`config.mk`:
```
export PLATFORM = sky130hd
export DESIGN_NAME = iepc_top
export DESIGN_NICKNAME = d
export VERILOG_FILES = /design/src/verilog/iepc_pkg.sv /design/src/verilog/iepc_sync.sv /design/src/verilog/iepc_top.sv
export SDC_FILE = /design/constraint.sdc
export NUM_CORES = 1
export LEC_CHECK = 0
export BUFFER_PORTS_ARGS = -buffer_cell sky130_fd_sc_hd__buf_2
export CAP_MARGIN = 15
export CELL_PAD_IN_SITES_DETAIL_PLACEMENT = 1
export CELL_PAD_IN_SITES_GLOBAL_PLACEMENT = 1
export CORE_UTILIZATION = 38
export DETAILED_ROUTE_END_ITERATION = 8
export GPL_ROUTABILITY_DRIVEN = 0
export PLACE_DENSITY_LB_ADDON = 0.1
export SLEW_MARGIN = 20
export SYNTH_ARGS = -nofsm -noshare
export SYNTH_HDL_FRONTEND = slang
export SYNTH_SLANG_ARGS = --single-unit
```
`constraint.sdc`:
```
create_clock -name core_clk -period 4.2 [get_ports core_clk]
set_input_delay 0 -clock core_clk [delete_from_list [all_inputs] [get_ports core_clk]]
set_output_delay 0 -clock core_clk [all_outputs]
set_load 0.005 [all_outputs]
```
`src/verilog/iepc_pkg.sv`:
```
/*
  Package for the interrupt enable, vectoring and power control block:
  register offsets, bit positions, reset values and vector addresses.
  Assumes a 32-bit Avalon-MM register bus with word-aligned byte addresses.
*/
package iepc_pkg;

  // Register indices (printed offsets are not all multiples of four,
  // so each is an index and the byte address is four times it)
  localparam logic [7:0] IEPC_IDX_POWER_CTRL = 8'h87;
  localparam logic [7:0] IEPC_IDX_IRQ_ENABLE = 8'hA8;
  localparam logic [7:0] IEPC_IDX_SERIAL_CTRL = 8'h98;
  localparam logic [7:0] IEPC_IDX_IRQ_STATUS = 8'hF8;
  localparam logic [7:0] IEPC_IDX_IRQ_MASK = 8'hF9;
  localparam logic [7:0] IEPC_IDX_VECTOR = 8'hFA;
  localparam int IEPC_ADDR_W = 10;

  // Interrupt enable register bits
  localparam int IEPC_BIT_GLOBAL_EN = 7;
  localparam int IEPC_BIT_OUTBUF_EN = 6;
  localparam int IEPC_BIT_INBUF_EN = 5;
  localparam int IEPC_BIT_SERIAL_EN = 4;
  localparam int IEPC_BIT_TIMER1_EN = 3;
  localparam int IEPC_BIT_EXT1_EN = 2;
  localparam int IEPC_BIT_TIMER0_EN = 1;
  localparam int IEPC_BIT_EXT0_EN = 0;

  // Power control register bits
  localparam int IEPC_BIT_BAUD_DOUBLER = 7;
  localparam int IEPC_BIT_FE_SELECT = 6;
  localparam int IEPC_BIT_POWER_OFF = 4;
  localparam int IEPC_BIT_POWER_DOWN = 1;
  localparam int IEPC_BIT_IDLE = 0;
  localparam logic [7:0] IEPC_POWER_CTRL_REG_WMASK = 8'hCF;
  localparam logic [7:0] IEPC_POWER_CTRL_REG_RESET = 8'h00;
  localparam logic [7:0] IEPC_IE_RESET = 8'h00;

  // Serial control register bit 7
  localparam int IEPC_BIT_SCON7 = 7;

  // Source numbers in polling order, highest first
  localparam int IEPC_NSRC = 7;
  localparam int IEPC_SRC_EXT0 = 0;
  localparam int IEPC_SRC_TIMER0 = 1;
  localparam int IEPC_SRC_EXT1 = 2;
  localparam int IEPC_SRC_TIMER1 = 3;
  localparam int IEPC_SRC_OUTBUF = 4;
  localparam int IEPC_SRC_SERIAL = 5;
  localparam int IEPC_SRC_INBUF = 6;

  localparam logic [7:0] IEPC_VEC_EXT0 = 8'h03;
  localparam logic [7:0] IEPC_VEC_TIMER0 = 8'h0B;
  localparam logic [7:0] IEPC_VEC_EXT1 = 8'h13;
  localparam logic [7:0] IEPC_VEC_TIMER1 = 8'h1B;
  localparam logic [7:0] IEPC_VEC_OUTBUF = 8'h33;
  localparam logic [7:0] IEPC_VEC_SERIAL = 8'h23;
  localparam logic [7:0] IEPC_VEC_INBUF = 8'h2B;

  // Serial modes
  localparam logic [1:0] IEPC_SMODE_SHIFT = 2'h0;

endpackage

```
`src/verilog/iepc_sync.sv`:
```
/*
  Three-stage synchroniser with agreement filter for pin inputs.
  Assumes the input is asynchronous to core_clk.
*/
module iepc_sync
  import iepc_pkg::*;
#(
  parameter int WIDTH = 1,
  parameter logic [WIDTH-1:0] RESET_VAL = '0
)
(
  // Clock and reset
  input wire logic core_clk,
  input wire logic srst,
  // Pins and filtered result
  input wire logic [WIDTH-1:0] pin_in,
  output logic [WIDTH-1:0] level_out
);

  logic [WIDTH-1:0] stage1;
  logic [WIDTH-1:0] stage2;
  logic [WIDTH-1:0] stage3;
  logic [WIDTH-1:0] agree;

  // A change counts only once stages two and three agree
  assign agree = ~(stage2 ^ stage3);

  always_ff @(posedge core_clk)
  begin
    if (srst)
    begin
      stage1 <= RESET_VAL;
      stage2 <= RESET_VAL;
      stage3 <= RESET_VAL;
      level_out <= RESET_VAL;
    end
    else
    begin
      stage1 <= pin_in;
      stage2 <= stage1;
      stage3 <= stage2;
      level_out <= (agree & stage3) | (~agree & level_out);
    end
  end

endmodule

```
`src/verilog/iepc_top.sv`:
```
/*
  Interrupt enable, polling priority and vector selection, plus the power
  control register, for a small 8-bit core. Registers sit on Avalon-MM.
  Assumes source flags come from logic on core_clk, except the host read
  strobe, which is a pin and is synchronised here.
*/
// Chosen here: register access over Avalon-MM.
// Operation
// - Global enable clear blocks every request
// - Global enable set gates each source separately
// - Host read strobe raises output-buffer interrupt
// - Fixed polling order picks a fixed vector
// - Baud doubler doubles timer-one serial rate outside shift mode
// - Frame error select swaps serial bit seven
module iepc_top
  import iepc_pkg::*;
(
  // Clock and reset
  input wire logic core_clk,
  input wire logic srst,
  // Avalon-MM slave
  input wire logic [IEPC_ADDR_W-1:0] avs_address,
  input wire logic avs_read,
  input wire logic avs_write,
  input wire logic [31:0] avs_writedata,
  input wire logic [3:0] avs_byteenable,
  output logic [31:0] avs_readdata,
  output logic avs_waitrequest,
  output logic [1:0] avs_response,
  // Request flags from the sources
  input wire logic ext_irq0_flag,
  input wire logic timer0_overflow_flag,
  input wire logic ext_irq1_flag,
  input wire logic timer1_overflow_flag,
  input wire logic output_buffer_full_flag,
  input wire logic rx_done_flag,
  input wire logic tx_done_flag,
  input wire logic input_buffer_full_flag,
  // Host port pin
  input wire logic host_read_strobe_n,
  // Serial port context
  input wire logic [1:0] serial_mode,
  input wire logic serial_baud_from_timer1,
  input wire logic frame_error_event,
  // CPU core side
  input wire logic irq_ack,
  output logic cpu_irq_req,
  output logic [7:0] cpu_irq_vector,
  output logic serial_baud_x2,
  output logic serial_mode_bit0,
  output logic frame_error_flag,
  output logic idle_mode,
  output logic power_down_mode,
  // Interrupt to software
  output logic irq
);

  // Registers
  logic [7:0] irq_enable_reg;
  logic [7:0] power_ctrl_reg;
  logic fe_store;
  logic sm0_store;
  logic [IEPC_NSRC-1:0] irq_status;
  logic [IEPC_NSRC-1:0] irq_mask;
  logic outbuf_read_seen;
  logic strobe_prev;
  logic acc_done;

  function automatic logic [7:0] vec_of(input logic [IEPC_NSRC-1:0] pend);
    logic [7:0] v;
    v = '0;
    for (int i = IEPC_NSRC - 1; i >= 0; i--)
    begin
      if (pend[i])
      begin
        unique case (i)
          IEPC_SRC_EXT0: v = IEPC_VEC_EXT0;
          IEPC_SRC_TIMER0: v = IEPC_VEC_TIMER0;
          IEPC_SRC_EXT1: v = IEPC_VEC_EXT1;
          IEPC_SRC_TIMER1: v = IEPC_VEC_TIMER1;
          IEPC_SRC_OUTBUF: v = IEPC_VEC_OUTBUF;
          IEPC_SRC_SERIAL: v = IEPC_VEC_SERIAL;
          default: v = IEPC_VEC_INBUF;
        endcase
      end
    end
    return v;
  endfunction

  function automatic logic idx_is(input logic [IEPC_ADDR_W-1:0] a, input logic [7:0] idx);
    return a == {idx, 2'b00};
  endfunction

  // Host strobe synchroniser
  logic strobe_sync;
  iepc_sync #(.WIDTH(1), .RESET_VAL(1'b1)) u_strobe_sync
  (
    .core_clk(core_clk),
    .srst(srst),
    .pin_in(host_read_strobe_n),
    .level_out(strobe_sync)
  );

  // Rising edge of the strobe ends the host read of the output buffer
  wire strobe_done = strobe_sync & ~strobe_prev;

  // Address decode
  wire access = (avs_read | avs_write) & ~acc_done;
  wire sel_power_ctrl_reg = idx_is(avs_address, IEPC_IDX_POWER_CTRL);
  wire sel_ie = idx_is(avs_address, IEPC_IDX_IRQ_ENABLE);
  wire sel_serial_ctrl_reg = idx_is(avs_address, IEPC_IDX_SERIAL_CTRL);
  wire sel_stat = idx_is(avs_address, IEPC_IDX_IRQ_STATUS);
  wire sel_mask = idx_is(avs_address, IEPC_IDX_IRQ_MASK);
  wire sel_vec = idx_is(avs_address, IEPC_IDX_VECTOR);
  wire mapped = sel_power_ctrl_reg | sel_ie | sel_serial_ctrl_reg | sel_stat | sel_mask | sel_vec;
  // Writes commit at the edge where the master sees waitrequest low
  wire xfer = (avs_read | avs_write) & ~avs_waitrequest;
  wire wr_lane0 = xfer & avs_write & avs_byteenable[0];
  wire [7:0] wbyte = avs_writedata[7:0];

  // Per-source pending requests
  wire [IEPC_NSRC-1:0] raw_req;
  assign raw_req[IEPC_SRC_EXT0] = ext_irq0_flag;
  assign raw_req[IEPC_SRC_TIMER0] = timer0_overflow_flag;
  assign raw_req[IEPC_SRC_EXT1] = ext_irq1_flag;
  assign raw_req[IEPC_SRC_TIMER1] = timer1_overflow_flag;
  assign raw_req[IEPC_SRC_OUTBUF] = output_buffer_full_flag & outbuf_read_seen;
  assign raw_req[IEPC_SRC_SERIAL] = rx_done_flag | tx_done_flag;
  assign raw_req[IEPC_SRC_INBUF] = input_buffer_full_flag;

  wire [IEPC_NSRC-1:0] src_en;
  assign src_en[IEPC_SRC_EXT0] = irq_enable_reg[IEPC_BIT_EXT0_EN];
  assign src_en[IEPC_SRC_TIMER0] = irq_enable_reg[IEPC_BIT_TIMER0_EN];
  assign src_en[IEPC_SRC_EXT1] = irq_enable_reg[IEPC_BIT_EXT1_EN];
  assign src_en[IEPC_SRC_TIMER1] = irq_enable_reg[IEPC_BIT_TIMER1_EN];
  assign src_en[IEPC_SRC_OUTBUF] = irq_enable_reg[IEPC_BIT_OUTBUF_EN];
  assign src_en[IEPC_SRC_SERIAL] = irq_enable_reg[IEPC_BIT_SERIAL_EN];
  assign src_en[IEPC_SRC_INBUF] = irq_enable_reg[IEPC_BIT_INBUF_EN];

  wire global_irq_enable = irq_enable_reg[IEPC_BIT_GLOBAL_EN];
  wire [IEPC_NSRC-1:0] pend = raw_req & src_en & {IEPC_NSRC{global_irq_enable}};
  wire [7:0] next_vector = vec_of(pend);
  wire next_req = |pend;

  // Serial side effects
  wire fe_sel = power_ctrl_reg[IEPC_BIT_FE_SELECT];
  wire next_x2 = power_ctrl_reg[IEPC_BIT_BAUD_DOUBLER] & serial_baud_from_timer1
    & (serial_mode != IEPC_SMODE_SHIFT);
  wire [7:0] serial_ctrl_reg_rd = {fe_sel ? fe_store : sm0_store, 7'h00};

  // Status events: every pending source is set when the core acknowledges
  wire [IEPC_NSRC-1:0] ev_set = pend & ~({IEPC_NSRC{cpu_irq_req}} & ~pend) & {IEPC_NSRC{irq_ack}};
  wire [IEPC_NSRC-1:0] clr_stat = (wr_lane0 & sel_stat) ? avs_writedata[IEPC_NSRC-1:0] : '0;

  // PD wins when both power bits written together
  wire [7:0] power_ctrl_reg_w0 = (power_ctrl_reg & ~IEPC_POWER_CTRL_REG_WMASK) | (wbyte & IEPC_POWER_CTRL_REG_WMASK);
  wire [7:0] power_ctrl_reg_w = (power_ctrl_reg_w0[IEPC_BIT_POWER_DOWN]) ? (power_ctrl_reg_w0 & ~(8'h01 << IEPC_BIT_IDLE)) : power_ctrl_reg_w0;

  logic [31:0] rd_mux;
  always_comb
  begin
    rd_mux = '0;
    if (sel_power_ctrl_reg)
      rd_mux[7:0] = power_ctrl_reg;
    else if (sel_ie)
      rd_mux[7:0] = irq_enable_reg;
    else if (sel_serial_ctrl_reg)
      rd_mux[7:0] = serial_ctrl_reg_rd;
    else if (sel_stat)
      rd_mux[IEPC_NSRC-1:0] = irq_status;
    else if (sel_mask)
      rd_mux[IEPC_NSRC-1:0] = irq_mask;
    else if (sel_vec)
      rd_mux[7:0] = cpu_irq_vector;
  end

  // Bus answer: one wait cycle, then done
  always_ff @(posedge core_clk)
  begin
    if (srst)
    begin
      acc_done <= 1'b0;
      avs_waitrequest <= 1'b1;
      avs_readdata <= '0;
      avs_response <= 2'b00;
    end
    else
    begin
      acc_done <= access;
      avs_waitrequest <= ~access;
      if (access)
      begin
        avs_readdata <= avs_read ? rd_mux : '0;
        avs_response <= mapped ? 2'b00 : 2'b11;
      end
    end
  end

  // Software registers
  always_ff @(posedge core_clk)
  begin
    if (srst)
    begin
      irq_enable_reg <= IEPC_IE_RESET;
      power_ctrl_reg <= IEPC_POWER_CTRL_REG_RESET;
      irq_mask <= '0;
      sm0_store <= 1'b0;
    end
    else
    begin
      if (wr_lane0 & sel_ie)
        irq_enable_reg <= wbyte;
      if (wr_lane0 & sel_power_ctrl_reg)
        power_ctrl_reg <= power_ctrl_reg_w;
      if (wr_lane0 & sel_mask)
        irq_mask <= wbyte[IEPC_NSRC-1:0];
      if (wr_lane0 & sel_serial_ctrl_reg & ~fe_sel)
        sm0_store <= wbyte[IEPC_BIT_SCON7];
    end
  end

  // Hardware-set flags: set wins over the software clear
  always_ff @(posedge core_clk)
  begin
    if (srst)
    begin
      fe_store <= 1'b0;
      irq_status <= '0;
      strobe_prev <= 1'b1;
      outbuf_read_seen <= 1'b0;
    end
    else
    begin
      strobe_prev <= strobe_sync;
      irq_status <= (irq_status & ~clr_stat) | ev_set;
      // Frame error bit only cleared by software writing zero
      if (frame_error_event)
        fe_store <= 1'b1;
      else if (wr_lane0 & sel_serial_ctrl_reg & fe_sel & ~wbyte[IEPC_BIT_SCON7])
        fe_store <= 1'b0;
      // Armed by a host read; dropped once the buffer is no longer full
      if (strobe_done)
        outbuf_read_seen <= 1'b1;
      else if (~output_buffer_full_flag)
        outbuf_read_seen <= 1'b0;
    end
  end

  // Outputs to the core, all registered
  always_ff @(posedge core_clk)
  begin
    if (srst)
    begin
      cpu_irq_req <= 1'b0;
      cpu_irq_vector <= '0;
      serial_baud_x2 <= 1'b0;
      serial_mode_bit0 <= 1'b0;
      frame_error_flag <= 1'b0;
      idle_mode <= 1'b0;
      power_down_mode <= 1'b0;
      irq <= 1'b0;
    end
    else
    begin
      cpu_irq_req <= next_req;
      cpu_irq_vector <= next_vector;
      serial_baud_x2 <= next_x2;
      serial_mode_bit0 <= sm0_store;
      frame_error_flag <= fe_store;
      idle_mode <= power_ctrl_reg[IEPC_BIT_IDLE];
      power_down_mode <= power_ctrl_reg[IEPC_BIT_POWER_DOWN];
      // Mask bit set hides its status bit
      irq <= |(irq_status & ~irq_mask);
    end
  end

endmodule
```
# Yosys cells after proc, flatten, opt, wreduce, memory -nomap -nowiden
# Cells that the tools add are included.
# op_classes
n_eq_ne,7
mux,24
bitwise,47
n_reduce_logical,8
# op_table
op,count
"10-bit == test, second input constant",6
7-bit AND,7
8-bit two-way mux,5
7-bit inverter,4
7-bit two-way mux,3
7-bit OR reduction,3
1-bit AND,18
6-bit two-way mux,3
5-bit two-way mux,2
1-bit OR,8
6-bit by 8-bit OR with 8-bit output,1
1-bit two-way mux,7
1-bit inverter,7
7-bit OR,1
2-bit two-way mux,3
5-bit OR reduction,1
4-bit two-way mux,1
2-bit nonzero test,2
3-bit OR reduction,1
"2-bit by 1-bit inequality test with 1-bit output, second input constant",1
2-bit OR reduction,1
1-bit XOR,1
# word_totals
register_bits,89
in_bits,64
output_inout_bits,50

# Depth between registers and ports, before layout
# Gate-level depths: netlist of run 1.
# depth
depth_word,10
ltp_mapped,7

# Hierarchy
# From an unflattened synthesis of run 1, not the netlist that was laid out.
# unflattened
cells_unflattened,318
area_unflattened_um2,2748.9
# modules_own_cells
mod,instances,cells_each,area_per_inst_um2
iepc_top,1,308,2633.8
iepc_sync,1,10,115.1

# Least setup slack after synthesis of run 1
# OpenSTA, ideal clock, no wires.
# synth_path
kind,register -> register
start,register avs_waitrequest
end,register fe_store
arrival_ns,1.341
required_ns,4.072
path_slack_ns,2.732
path_stages_with_launch,7
path_cell_list,dfxtp_1 -> and3b_1 -> buf_2 -> nand4_1 -> or3b_1 -> a21oi_1 -> nor2_1
# synth_via
elab_chain_cells,8
# synth_rtl
item,line,text
start: declaration,iepc_top.sv:28,"output logic avs_waitrequest,"
start signal: assignment,iepc_top.sv:190,avs_waitrequest <= ~access;
1-bit inverter,iepc_top.sv:117,wire xfer = (avs_read | avs_write) & ~avs_waitrequest;
1-bit AND,iepc_top.sv:117,
1-bit AND (2 in series),iepc_top.sv:118,wire wr_lane0 = xfer & avs_write & avs_byteenable[0];
1-bit AND (3 in series),iepc_top.sv:239,else if (wr_lane0 & sel_serial_ctrl_reg & fe_sel & ~wbyte[IEPC_BIT_SCON7])
2-bit nonzero test (no source line),n/a,
end signal: assignment,iepc_top.sv:227,fe_store <= 1'b0;
end signal: assignment,iepc_top.sv:238,fe_store <= 1'b1;
end signal: assignment,iepc_top.sv:240,fe_store <= 1'b0;
end: declaration,iepc_top.sv:61,logic fe_store;
# No other way between the ends.
# A chain may end at the register's enable or synchronous reset.

# Worst setup path after layout of run 1
# layout_path
start,register avs_waitrequest
end,register irq_status[0]
# layout_via
elab_chain_cells,9
# layout_rtl
item,line,text
1-bit inverter,iepc_top.sv:117,
1-bit AND,iepc_top.sv:117,
1-bit AND (2 in series),iepc_top.sv:118,
1-bit AND,iepc_top.sv:153,wire [IEPC_NSRC-1:0] clr_stat = (wr_lane0 & sel_stat) ? avs_writedata[IEPC_NSRC-1:0] : '0;
7-bit two-way mux,iepc_top.sv:153,
7-bit inverter,iepc_top.sv:235,irq_status <= (irq_status & ~clr_stat) | ev_set;
7-bit AND,iepc_top.sv:235,
7-bit OR,iepc_top.sv:235,
end signal: assignment,iepc_top.sv:235,
end: declaration,iepc_top.sv:63,logic [IEPC_NSRC-1:0] irq_status;
# No other way between the ends.

==> results.cfg, run 1 <==
[placed_design]
dp_slack_ns = 2.39
portBuffers = 59
dp_hpwl_mm = 5.34
postPlaceCellArea_um2 = 3060

[route]
vias = 2421
viasPerCell = 5.02
drt_first_iter_violations = 127
post_drt_wl_per_cell_um = 15.6
dr.pass1.iters = 4
drt_wl_total_mm = 7.51
postRouteAntennaNets = 0
drc = 0

[power]
p_sw_share_pct = 24.9
pwr-share-seq_pct = 47.6
comb_power_share_pct = 7.4
p_leak_nw = 1.52
vdd_drop_max_mv = 0.237
pwr-share-clk_pct = 45.0
p_per_area_nw_per_um2 = 344
power_switching_mw = 0.292
power.internal_mw = 0.878

[global_routing]
grt_pass1_wl_mm = 11.6
grt_antenna_before_repair = 0
grt_pass1_vias = 2270
track_usage_pct = 20.1
grt_max_degree = 53
gr-total-overflow = 0

[yosys]
postSynthAreaPerCell_um2 = 9.07
syn_inst = 312
async_flop_share_pct = 0
netlist_area_um2 = 2830
yosysSeqAreaShare_pct = 41.0
ys.flop_type = dfxtp_1
synth_warnings = 0
yosysUniqueCellTypes = 53
synth-seq-cells = 58
synth_edf_count = 0

[critical_path]
r2r-start = avs_waitrequest
r2r_end = irq_status[0]
worst_path_largest_cell_delay_ns = 0.59
critPathCaptureType = register
worstPathArrival_ns = 2.42
cp_slowest_cell = dlygate4sd3_1
crit_type = register to register
start_kind = register
path_cells = and3b_1, nand3_1, nor2_2, a311oi_1, dlygate4sd3_1
worst-r2r-cell-count = 5
worst-endpoint-required_ns = 4.43
crit_path_max_fanout = 7
regToRegSetupSlack_ns = 2.01

[floorplanning]
die_x_um = 88.3
ios = 114
start_util_pct = 39.2
core_um2 = 7210
num_rows = 31
die-area_um2 = 7800
die_h_um = 88.3

[clock_network]
cts_root_buf = clkbuf_8
cts_max_level = 3
clk_latency_ns = 0.34
post-cts-setup-buffers = 0
cts_buffers = 9
clkTransAtPathRegs_ns = 0.07
cts_tree = built
clock_path_buffers = 2
cts_sinks = 58

[timing]
max_freq_ghz = 0.457
fin_ws_ns = 2.01
hold_violations = 0
setup_tns_ns = 0
setup_violations = 0
min_period_over_period_pct = 52.0
skew_ns = 0.00901
slew_headroom_pct = 37.6
rsz0062_at_grt = false
fin_crit_ns = 2.19
drv_slew = 0
tightest_slew_ns = 0.936

[cells_and_area]
area_growth_pct = 20.1
drive_gt1_share_pct = 23.2
stdcell_area_um2 = 3400
post-route-util_pct = 47.1
diodes = 0
final_nets = 442
final_common_cell = buf_2
layout_common_cells = buf_2 (59), dfxtp_1 (58), nor2_1 (29), conb_1 (27), mux2i_1 (23)

[min_path]
hold_end = irq_status[6]
hp-start = input_buffer_full_flag
min_path_type = primary input to register
whs_path_depth = 3

[outcome]
status = completed

[run]
maxCapViolations = 0
[power groups by stage]
stage | Clock (mW) | Combinational (mW) | Sequential (mW)
floorplan | 0 | 0.0626 | 0.569
global placement | 0 | 0.0779 | 0.569
detailed placement | 0 | 0.0786 | 0.569
CTS | 0.540 | 0.0875 | 0.557
global route | 0.568 | 0.0976 | 0.557
finish | 0.526 | 0.0871 | 0.557
[worst max-delay path, delay by kind of cell, from the launching register on]
kind            cells  cell delay (ns)
compound gates      1             0.15
buf+inv             1             0.59
flops               1             0.31
simple gates        3             1.03
[worst max-delay path by stage]
| stage | from | to | slack [ns] | depth (start not counted) |
|---|---|---|---|---|
| floorplan | avs_waitrequest | fe_store | 2.73 | 6 |
| global placement | avs_waitrequest | fe_store | 2.39 | 5 |
| detailed placement | avs_waitrequest | fe_store | 2.39 | 5 |
| CTS | avs_waitrequest | irq_status[0] | 1.99 | 5 |
| global route | avs_waitrequest | irq_status[0] | 1.88 | 5 |
| finish | avs_waitrequest | irq_status[0] | 2.01 | 5 |
[synth_stat cells, types with 6 or more instances]
master / number / area share, %
mux2i_1: 23 / 8.1
a22oi_1: 7 / 1.9
buf_4: 30 / 8.0
clkbuf_1: 8 / 1.1
nand2b_1: 6 / 1.3
a311oi_1: 7 / 2.2
nand2_1: 18 / 2.4
o21ai_0: 10 / 1.8
nand3_1: 6 / 1.1
nor2b_1: 12 / 2.7
inv_1: 10 / 1.3
dfxtp_1: 58 / 41
nor2_1: 29 / 3.8
and3_1: 7 / 1.5
a21oi_1: 19 / 3.4
[cell families (layout without fill, tap and decap cells)]
family	Yosys count	count (layout)	share of synthesized area, %
AND/OR/NAND/NOR	105	105	22.0
flip-flops	58	58	41.0
AO/OA/AOI/OAI	70	70	16.7
buffers and inverters	54	99	11.6
other	1	27	0.132
multiplexers	24	24	8.53
[metrics by stage]
| stage | total power [mW] | instances | hold WS [ns] |
|---|---|---|---|
| 5_1_grt | 1.22 | 482 | 0.0223 |
| 4_1_cts | 1.18 | 482 | 0.0231 |
| 2_1_floorplan | 0.632 | 338 | 0.104 |
| 3_3_place_gp | 0.647 | 452 | 0.184 |
| 6_report | 1.17 | 482 | 0.0216 |
| 3_5_place_dp | 0.648 | 452 | 0.190 |
[layout make-up]
type,count,area [um2]
Timing Repair Buffer,73,435
Sequential cell,58,1160
Clock inverter,6,66.3
Clock buffer,10,138
Tap cell,99,124
Inverter,10,37.5
Multi-Input combinational cell,226,1440
Fill cell,893,3810
[repair_timing]
| item | 4_1_cts | 5_1_grt |
|---|---|---|
| hold buffers | 14 | 0 |
| gates resized for setup | 0 | 0 |
| endpoints found under the hold margin | 31 | 0 |
[routing by layer]
layer,global-route usage [%],part of all wire (%),vias to the layer above
li1,-,-,1193
met1,26.9,47,1149
met2,31.7,47,69
met3,4.76,4.6,10
met4,7.04,1.0,0
met5,0,0,-
Note: power is estimated with default switching activity, not from simulation.
==> run 2, diff against run 1 <==
--- a/config.mk
+++ b/config.mk
@@ -9,7 +9,7 @@
 export CAP_MARGIN = 15
 export CELL_PAD_IN_SITES_DETAIL_PLACEMENT = 1
 export CELL_PAD_IN_SITES_GLOBAL_PLACEMENT = 1
-export CORE_UTILIZATION = 38
+export CORE_UTILIZATION = 32
 export DETAILED_ROUTE_END_ITERATION = 8
 export GPL_ROUTABILITY_DRIVEN = 0
 export PLACE_DENSITY_LB_ADDON = 0.1
==> constraint.sdc (replaced) <==
create_clock -name core_clk -period 2 [get_ports core_clk]
set_input_delay 0 -clock core_clk [delete_from_list [all_inputs] [get_ports core_clk]]
set_output_delay 0 -clock core_clk [all_outputs]
set_load 0.005 [all_outputs]
==> run 2 against run 1 <==
  * Critical path depth stayed put
  * Combinational power rose by 120%
  * Die area increased by 18%
  * Worst setup slack got worse by 1.6 ns
  * Clock-buffer cell count rose by 4
  * Clock power increased by 90%
  * Wire length grew 5.9%
  * Sequential share of layout area down 0.39 points
  * Core utilization shrank 6.1 points
  * First-iteration DRC count fell by 50%
  * Largest power group unchanged
  * Highest routed layer unchanged
==> results.cfg, run 2 (synthesis results as in run 1) <==
[outcome]
status = completed

[route]
dr.pass1.iters = 4
postRouteAntennaNets = 0
post_drt_wl_per_cell_um = 16.1
drt_first_iter_violations = 63
drc = 0
viasPerCell = 4.97
vias = 2460
drt_wl_total_mm = 7.95

[run]
maxCapViolations = 0

[floorplanning]
die_h_um = 96.0
start_util_pct = 33.8
ios = 114
die_x_um = 96.0
num_rows = 33
die-area_um2 = 9220
core_um2 = 8380

[global_routing]
grt_antenna_before_repair = 0
use_met3_pct = 4.82
grt_max_degree = 22
gr-total-overflow = 0
met2_usage_pct = 29.7
top_usage_layer = met2
use_met1_pct = 23.5
grt_pass1_vias = 2389
grt_pass1_wl_mm = 12.4
track_usage_pct = 18.3

[clock_network]
cts_tree = built
cts_max_level = 3
post-cts-setup-buffers = 0
cts_sinks = 58
clkTransAtPathRegs_ns = 0.06
clock_path_buffers = 2
cts_root_buf = clkbuf_8
cts_buffers = 9
clk_latency_ns = 0.33
cts_hold_buffers = 14
cts-resized-gates = 0

[timing]
hold_violations = 0
skew_ns = 0.00264
fin_crit_ns = 1.54
fin_ws_ns = 0.460
setup_tns_ns = 0
tightest_slew_ns = 0.739
min_period_over_period_pct = 77.0
max_freq_ghz = 0.649
slew_headroom_pct = 50.7
setup_violations = 0
rsz0062_at_grt = false
drv_slew = 0

[critical_path]
start_kind = register
crit_type = register to register
worstPathArrival_ns = 1.73
critPathCaptureType = register
crit_path_max_fanout = 7
regToRegSetupSlack_ns = 0.46
worst-endpoint-required_ns = 2.19

[power]
p_per_area_nw_per_um2 = 686
vdd_drop_max_mv = 0.248
power_mw = 2.36
p_leak_nw = 1.55

[placed_design]
dp_slack_ns = 0.371
portBuffers = 59
dp_hpwl_mm = 5.93
postPlaceCellArea_um2 = 3120

[cells_and_area]
post-route-util_pct = 41.0
area_growth_pct = 21.5
drive_gt1_share_pct = 24.1
final_nets = 449
stdcell_area_um2 = 3440
final_common_cell = buf_2
layout_common_cells = buf_2 (59), dfxtp_1 (58), nor2_1 (29), conb_1 (27), mux2i_1 (23)
diodes = 0

[min_path]
min_path_type = primary input to register
==> run 2: cell type report <==
class	count	area, um2
fill	1036	4940
sequential	58	1160
clock buffer	14	173
tap	105	131
clock inverter	2	10.0
multi-input combinational	226	1440
inverter	10	37.5
timing repair buffer	80	488
==> run 2: worst paths after layout <==
path                            cells after the start              endpoint            startpoint
worst max-delay path                                5         irq_status[3]       avs_waitrequest
worst max register to register                      5         irq_status[3]       avs_waitrequest
worst min-delay path                                2              fe_store                  srst
worst min register to register                      1  u_strobe_sync.stage2  u_strobe_sync.stage1
==> run 2: worst max-delay path: stages, from the launching register on <==
cell	delay, ns
dfxtp_1	0.30
and3b_1	0.25
buf_4	0.20
nand3_1	0.10
nor2_2	0.37
a311oi_1	0.17
==> run 2: metrics by stage <==
| step | instances | hold slack (ns) |
|---|---|---|
| floorplan | 338 | 0.104 |
| global placement | 465 | 0.190 |
| detailed placement | 465 | 0.189 |
| CTS | 495 | 0.0162 |
| global route | 495 | 0.0379 |
| finish | 495 | 0.0358 |
==> run 2: per-layer routing <==
metal  part of all wire [%]  vias to the layer above
met3                    5.3                        9
met2                     47                       75
li1                       -                     1205
met5                      0                        -
met4                    1.1                        0
met1                     47                     1171
==> run 2: power by group <==
part	internal [mW]	leakage [nW]	switching [mW]
combinational	0.0785	0.986	0.112
clock	0.548	0.0965	0.450
sequential	1.17	0.469	0.00525
